--- src/pwtr_pkg.sv ---
// Package with offsets, reset values and encodings for the pressure window threshold registers.
package pwtr_pkg;

   // Byte offsets of the four threshold registers on the serial register interface.
   localparam logic [7:0] PWTR_HIGH_LOW_BYTE_ADDR = 8'h46;
   localparam logic [7:0] PWTR_HIGH_HIGH_BYTE_ADDR = 8'h47;
   localparam logic [7:0] PWTR_LOW_LOW_BYTE_ADDR = 8'h48;
   localparam logic [7:0] PWTR_LOW_HIGH_BYTE_ADDR = 8'h49;

   // Number of threshold byte registers and the width of one threshold.
   localparam int PWTR_NUM_BYTES = 4;
   localparam int PWTR_THR_WIDTH = 16;

   // Values after reset and answers for unmapped reads.
   localparam logic [7:0] PWTR_BYTE_RESET = 8'h00;
   localparam logic [7:0] PWTR_UNMAPPED_DATA = 8'h00;
   localparam logic [15:0] PWTR_THR_DISABLED = 16'h0000;

   // Pulse stretch selection that makes the pin follow the condition directly.
   localparam logic [1:0] PWTR_STRETCH_NONE = 2'h0;

   // Window sense encoding: one activates inside the window.
   localparam logic PWTR_SENSE_INSIDE = 1'b1;

endpackage : pwtr_pkg

--- src/pwtr_byte_reg.sv ---
// One threshold byte register with a stored parity bit for array error detection.
module pwtr_byte_reg
   import pwtr_pkg::*;
(
   input wire logic ref_clk,
   input wire logic rst_n,
   input wire logic wr_en,
   input wire logic [7:0] wdata,
   input wire logic flip_lsb,
   output logic [7:0] value,
   output logic parity
);

   typedef struct packed {
      logic [7:0] value;
      logic parity;
   } pwtr_byte_state_type;

   pwtr_byte_state_type state;
   pwtr_byte_state_type next_state;

   // A write stores the byte with fresh parity; a flip disturbs the data only.
   always_comb
   begin
      next_state = state;
      if (wr_en)
      begin
         next_state.value = wdata;
         next_state.parity = ^wdata;
      end
      else if (flip_lsb)
      begin
         next_state.value = state.value ^ 8'h01;
      end
   end

   // Registers the byte state under synchronous reset.
   always_ff @(posedge ref_clk)
   begin
      if (!rst_n)
      begin
         state.value <= PWTR_BYTE_RESET;
         state.parity <= 1'b0;
      end
      else
      begin
         state <= next_state;
      end
   end

   assign value = state.value;
   assign parity = state.parity;

endmodule : pwtr_byte_reg

--- src/pwtr_window_regs.sv ---
// Pressure window threshold registers with the window comparator that drives the interrupt pin.
//
// How it works
// - Two 16-bit thresholds, high and low, are kept and form the window for the interrupt pin.
// - Writes to the thresholds are taken only while the init-done lock is clear and ignored once it is set.
// - Every threshold byte carries a parity bit, and any mismatch raises the array error output.
// - Each threshold is an unsigned 16-bit value compared with the scaled pressure sample.
// - A threshold of zero disables only its own comparison while the other keeps working.
// - With both thresholds zero the window condition and the pin stay low.
// - The high threshold low and high bytes sit at 46h and 47h, the low threshold bytes at 48h and 49h.
// - With the sense bit set the condition holds inside the window, otherwise outside it.
// - With no pulse stretch the pin equals the condition from the latest evaluated sample.
module pwtr_window_regs
   import pwtr_pkg::*;
#(
   parameter int THR_WIDTH = PWTR_THR_WIDTH
)
(
   input wire logic ref_clk,
   input wire logic rst_n,
   input wire logic reg_wr_en,
   input wire logic reg_rd_en,
   input wire logic [7:0] reg_addr,
   input wire logic [7:0] reg_wdata,
   input wire logic init_done_lock,
   input wire logic fault_inject,
   input wire logic sample_valid,
   input wire logic [THR_WIDTH-1:0] sample_pressure,
   input wire logic window_sense,
   input wire logic [1:0] stretch_select,
   output logic [7:0] reg_rdata,
   output logic write_refused,
   output logic array_error,
   output logic window_cond,
   output logic int_pin
);

   typedef struct packed {
      logic [7:0] rdata;
      logic write_refused;
      logic array_error;
      logic window_cond;
      logic int_pin;
   } pwtr_state_type;

   pwtr_state_type state;
   pwtr_state_type next_state;

   logic [PWTR_NUM_BYTES-1:0] addr_hit;
   logic [PWTR_NUM_BYTES-1:0] byte_wr;
   logic [PWTR_NUM_BYTES-1:0] byte_flip;
   logic [PWTR_NUM_BYTES-1:0] byte_parity;
   logic [7:0] byte_value [PWTR_NUM_BYTES];
   logic [THR_WIDTH-1:0] window_high_threshold;
   logic [THR_WIDTH-1:0] window_low_threshold;
   logic high_enabled;
   logic low_enabled;
   logic above_high;
   logic below_low;
   logic sample_cond;

   // Address decode of the four consecutive threshold bytes.
   assign addr_hit[0] = (reg_addr == PWTR_HIGH_LOW_BYTE_ADDR);
   assign addr_hit[1] = (reg_addr == PWTR_HIGH_HIGH_BYTE_ADDR);
   assign addr_hit[2] = (reg_addr == PWTR_LOW_LOW_BYTE_ADDR);
   assign addr_hit[3] = (reg_addr == PWTR_LOW_HIGH_BYTE_ADDR);

   // Writes pass only while the lock is clear; faults disturb the addressed byte.
   assign byte_wr = (reg_wr_en && !init_done_lock) ? addr_hit : '0;
   assign byte_flip = fault_inject ? addr_hit : '0;

   // Threshold byte storage, one register per byte.
   genvar gi;
   generate
      for (gi = 0; gi < PWTR_NUM_BYTES; gi++)
      begin : g_byte
         pwtr_byte_reg u_byte (
            .ref_clk(ref_clk),
            .rst_n(rst_n),
            .wr_en(byte_wr[gi]),
            .wdata(reg_wdata),
            .flip_lsb(byte_flip[gi]),
            .value(byte_value[gi]),
            .parity(byte_parity[gi])
         );
      end
   endgenerate

   // Bytes pair into the two unsigned thresholds, low byte first.
   assign window_high_threshold = {byte_value[1], byte_value[0]};
   assign window_low_threshold = {byte_value[3], byte_value[2]};

   // A zero threshold drops out of the comparison.
   assign high_enabled = (window_high_threshold != PWTR_THR_DISABLED);
   assign low_enabled = (window_low_threshold != PWTR_THR_DISABLED);
   assign above_high = high_enabled && (sample_pressure > window_high_threshold);
   assign below_low = low_enabled && (sample_pressure < window_low_threshold);

   // Outside means beyond an enabled threshold; inside is the opposite when any is enabled.
   always_comb
   begin
      if (!high_enabled && !low_enabled)
      begin
         sample_cond = 1'b0;
      end
      else if (window_sense == PWTR_SENSE_INSIDE)
      begin
         sample_cond = !(above_high || below_low);
      end
      else
      begin
         sample_cond = above_high || below_low;
      end
   end

   // Next value of read data, status flags, condition and pin.
   always_comb
   begin
      next_state = state;
      next_state.write_refused = reg_wr_en && init_done_lock && (|addr_hit);
      next_state.array_error = 1'b0;
      for (int i = 0; i < PWTR_NUM_BYTES; i++)
      begin
         if ((^byte_value[i]) != byte_parity[i])
         begin
            next_state.array_error = 1'b1;
         end
      end
      if (reg_rd_en)
      begin
         next_state.rdata = PWTR_UNMAPPED_DATA;
         for (int i = 0; i < PWTR_NUM_BYTES; i++)
         begin
            if (addr_hit[i])
            begin
               next_state.rdata = byte_value[i];
            end
         end
      end
      if (!high_enabled && !low_enabled)
      begin
         next_state.window_cond = 1'b0;
      end
      else if (sample_valid)
      begin
         next_state.window_cond = sample_cond;
      end
      next_state.int_pin = next_state.window_cond && (stretch_select == PWTR_STRETCH_NONE);
   end

   // Registers the block state under synchronous reset.
   always_ff @(posedge ref_clk)
   begin
      if (!rst_n)
      begin
         state.rdata <= PWTR_BYTE_RESET;
         state.write_refused <= 1'b0;
         state.array_error <= 1'b0;
         state.window_cond <= 1'b0;
         state.int_pin <= 1'b0;
      end
      else
      begin
         state <= next_state;
      end
   end

   assign reg_rdata = state.rdata;
   assign write_refused = state.write_refused;
   assign array_error = state.array_error;
   assign window_cond = state.window_cond;
   assign int_pin = state.int_pin;
endmodule : pwtr_window_regs

--- config.mk ---
export PLATFORM = sky130hd
export DESIGN_NAME = pwtr_window_regs
export DESIGN_NICKNAME = d
export VERILOG_FILES = /design/src/pwtr_pkg.sv /design/src/pwtr_byte_reg.sv /design/src/pwtr_window_regs.sv
export SDC_FILE = /design/constraint.sdc
export NUM_CORES = 1
export LEC_CHECK = 0
export ABC_CLOCK_PERIOD_IN_PS = 3500
export BUFFER_PORTS_ARGS = -buffer_cell sky130_fd_sc_hd__buf_4
export CAP_MARGIN = 20
export CORE_MARGIN = 8
export CORE_UTILIZATION = 35
export CTS_BUF_LIST = sky130_fd_sc_hd__clkbuf_2 sky130_fd_sc_hd__clkbuf_4 sky130_fd_sc_hd__clkbuf_8
export CTS_CLUSTER_DIAMETER = 40
export DETAILED_ROUTE_END_ITERATION = 10
export GPL_TIMING_DRIVEN = 1
export HOLD_SLACK_MARGIN = 0.02
export PLACE_DENSITY = 0.59
export SYNTH_ARGS = -nofsm -noshare
export SYNTH_HDL_FRONTEND = slang
export SYNTH_SLANG_ARGS = --single-unit
export TNS_END_PERCENT = 100
--- constraint.sdc ---
create_clock -name ref_clk -period 3.5 [get_ports ref_clk]
set_input_delay 0.7 -clock ref_clk [delete_from_list [all_inputs] [get_ports ref_clk]]
set_output_delay 0.7 -clock ref_clk [all_outputs]
set_load 0.02 [all_outputs]
==> results by group <==
Timing
  – Hold WS: 491 ps
  – Slew Viols, Final: 0
  – Clk_skew: 6.51 ps
  – RSZ-0062 raised after global routing: no
  – Achievable Freq: about 0.43 GHz
  – Tightest Pin Transition: 586 ps
  – Max-slew headroom: 0.608
  – Final count of hold timing violations: 0
  – Final worst slack: 1180 ps
  – Part of the cycle the worst path needs: 0.663
  – Period minus WS final: 2320 ps
  – Final setup violation count: 0
  – Final setup TNS: 0 ps

Clock tree
  – Post-cts sizing count: 0
  – Reg clk slew, reported paths: 80 ps
  – Clock Latency Late Sink: 300 ps
  – Total clock sinks: 48
  – H-tree Lvls: 2
  – Root buf cell: clkbuf_8
  – CTS tree: done
  – Setup repair bufs after CTS: 0
  – Inserted Clock Buffers: 5
  – Maximum buffer depth of the clock tree: 2
  – # hold bufs at CTS: 0

GRT
  – Vias in the first global route: 2,712
  – GRT overflow: 0
  – First-pass GRT wire length: 14,300 um
  – GRT Total Usage: 0.139
  – Largest net degree at the start of global routing: 48
  – Initial antenna violation count: 0

Synthesis
  – Async set-reset flop share out of synthesis: 0
  – Synthesized area: 3380 um2
  – Mapped Nets: 440
  – #FFs+latches synth: 48
  – Synth Area in Compound Gates: 0.145
  – Simple-gate share of the synthesized area: 0.148
  – Synth cell types: 46
  – Syn. warnings: 0
  – Synth Area in Adders: 0.174
  – Largest family of logic cells by synthesized area: adder cells
  – Cell count after synthesis: approximately 350
  – Dominant synthesized flop cell: dfxtp_1
  – Post-synth EDFFs: 0
  – Post-synthesis mux area share: 0.134
  – XOR/XNOR Fraction of Synth Area: 0.0596
  – Seq/Total Area, Yosys: 0.284
  – Avg Cell Area, Syn: 9.62 um2

Critical path
  – CP Data Arrival Time: 2540 ps
  – Crit-path cells: buf_4 > ha_1 > nand4_2 > nor2_1 > a2111o_2 > a311o_1 > nand3b_1 > mux2i_2 > nor4_2
  – Crit. End Element: register
  – Crit Path Category: in2reg
  – Delay of the slowest critical-path stage: 460 ps
  – Worst Path Buf+Inv: 1
  – Slowest cell on the critical path: a2111o_2
  – Critical Path RT: 3720 ps
  – Crit path launch type: input port
  – Top delay family on crit path: compound AO/OA/AOI/OAI gates
  – Critical path peak fanout: 3

Floorplan
  – FP Rows: 36
  – Core box area: about 9500 um2
  – DIE AREA: 13,100 um2
  – Die Ht: between 100 and 150 um
  – Chip width: 114 um
  – I/O pin cnt: 54
  – Initial Util: 0.354

Route
  – Detailed Route Iter0 Violations: roughly 150
  – DRT Pass-1 Iters: 4
  – DR WL/cell: 16.6 um
  – Vias: 2,662
  – Total Wirelength: 8870 um
  – Drt drc: 0
  – Post-DRT Antenna Nets: 0
  – Via/cell ratio: 4.99

Placement
  – Dpl ws: 875 ps
  – RD Place Congestion: 0.800
  – I/O Buffers: between 50 and 60
  – Dpl hpwl: roughly 7200 um
  – Dpl cell area: 3900 um2
  – Cell total after placement: 525

Final layout
  – Fraction of layout cells with a size suffix above 1: 0.188
  – N_diodes: 0
  – Fillers: just under 1,000
  – Area Growth Syn to Fin: 18.2%
  – Finished Cell Area: roughly 4000 um2
  – Nets@finish: 488
  – Final non-filler cell total: 533

Flow run
  – Max-cap viol count: 0

Pwr
  – Max VDD drop: 0.144 mV
  – Leak Pwr: 1.71 nW
  – Pwr/cell area: between 200 and 300 nW/um2

Worst hold path
  – Hold Crit Class: reg2reg

Outcome
  – Status: finished, final reports clean
-- final timing paths --
| check | start | to | slack [ps] | cells past startpoint |
|---|---|---|---|---|
| hold reg to reg | reg_rdata[2] | reg_rdata[2] | 490 | 1 |
| setup / recovery | sample_pressure[14] | int_pin | 1180 | 9 |
| hold / removal | reg_rdata[2] | reg_rdata[2] | 490 | 1 |
| setup reg to reg | g_byte[3].u_byte.value[6] | int_pin | 1240 | 9 |
-- final cells by class --
cell class	instances	area [um2]	share of cell area
tap	133	166	0.0417
sequential	48	961	0.241
inverter	34	128	0.0320
multi-input combinational	255	2230	0.559
timing repair buffer	55	413	0.103
clock buffer	6	82.6	0.0207
clock inverter	2	10.0	0.00251
-- synthesized netlist by cell type, types with 3 or more instances --
| cell type | count | area share |
|---|---|---|
| a21oi_1 | 18 | 0.027 |
| and2_1 | 3 | 0.0056 |
| buf_2 | 3 | 0.0044 |
| clkbuf_1 | 9 | 0.010 |
| dfxtp_1 | 48 | 0.28 |
| ha_1 | 47 | 0.17 |
| inv_1 | 34 | 0.038 |
| mux2i_1 | 44 | 0.13 |
| nand2_1 | 9 | 0.010 |
| nand3_1 | 5 | 0.0074 |
| nand4_1 | 7 | 0.013 |
| nor2_1 | 10 | 0.011 |
| nor2b_1 | 30 | 0.056 |
| o211a_1 | 10 | 0.030 |
| o21ai_1 | 5 | 0.0074 |
| o221ai_1 | 8 | 0.021 |
| xnor2_1 | 21 | 0.054 |
-- state kept, by name, summed over array words and instances, names as in the netlist --
| name | count |
|---|---|
| g_byte.u_byte.value | 32 |
| g_byte.u_byte.parity | 4 |
| reg_rdata | 8 |
| window_cond | 1 |
| write_refused | 1 |
| int_pin | 1 |
| array_error | 1 |
-- through the flow --
step	power, mW	utilization
after global routing	1.13	0.418
after detailed placement	0.742	0.409
after floorplan	0.664	-
after global placement	0.738	0.409
after CTS	1.09	0.418
final	1.07	0.418
-- cells by family (layout without fill, tap and decap cells) --
logic type	count (synthesis)	count (layout)
AO/OA/AOI/OAI	62	62
multiplexers	45	45
XOR/XNOR	23	23
adder cells (fa/ha/maj)	47	47
flip-flops	48	48
AND/OR/NAND/NOR	78	78
buffers and inverters	48	97
-- metal layers --
metal | track usage | vias up | wire (um)
met5 | 0 | - | 0
li1 | - | 1350 | -
met4 | 0.0302 | 0 | 73
met2 | 0.215 | 68 | 3850
met1 | 0.190 | 1238 | 4440
met3 | 0.0343 | 6 | 510
-- worst register-to-register path: stages, from the launching register on --
cell      delay, ps
dfxtp_1         370
inv_1            90
ha_1            330
nand4_2         120
nor2_1           70
a2111o_2        460
a311o_1         350
nand3b_1        110
mux2i_2          90
nor4_2          210
-- placed cells by master, fill, tap and decap left out, drive strengths merged, types with 3 or more instances in the layout --
cell type	n
clkbuf	6
nand3	5
nand4	8
dfxtp	48
a21oi	18
and2	3
nand2	9
o221ai	8
o211a	10
o21ai	7
xnor2	21
a21boi	3
mux2i	45
ha	47
buf	55
inv	34
nor2b	30
nor2	10
-- report_power, final --
part	internal [mW]	switching (mW)	total, mW
Combinational	0.0849	0.0901	0.175
Clock	0.158	0.188	0.346
Sequential	0.551	0.00280	0.554
No activity file was read; power rests on OpenSTA's default activity.
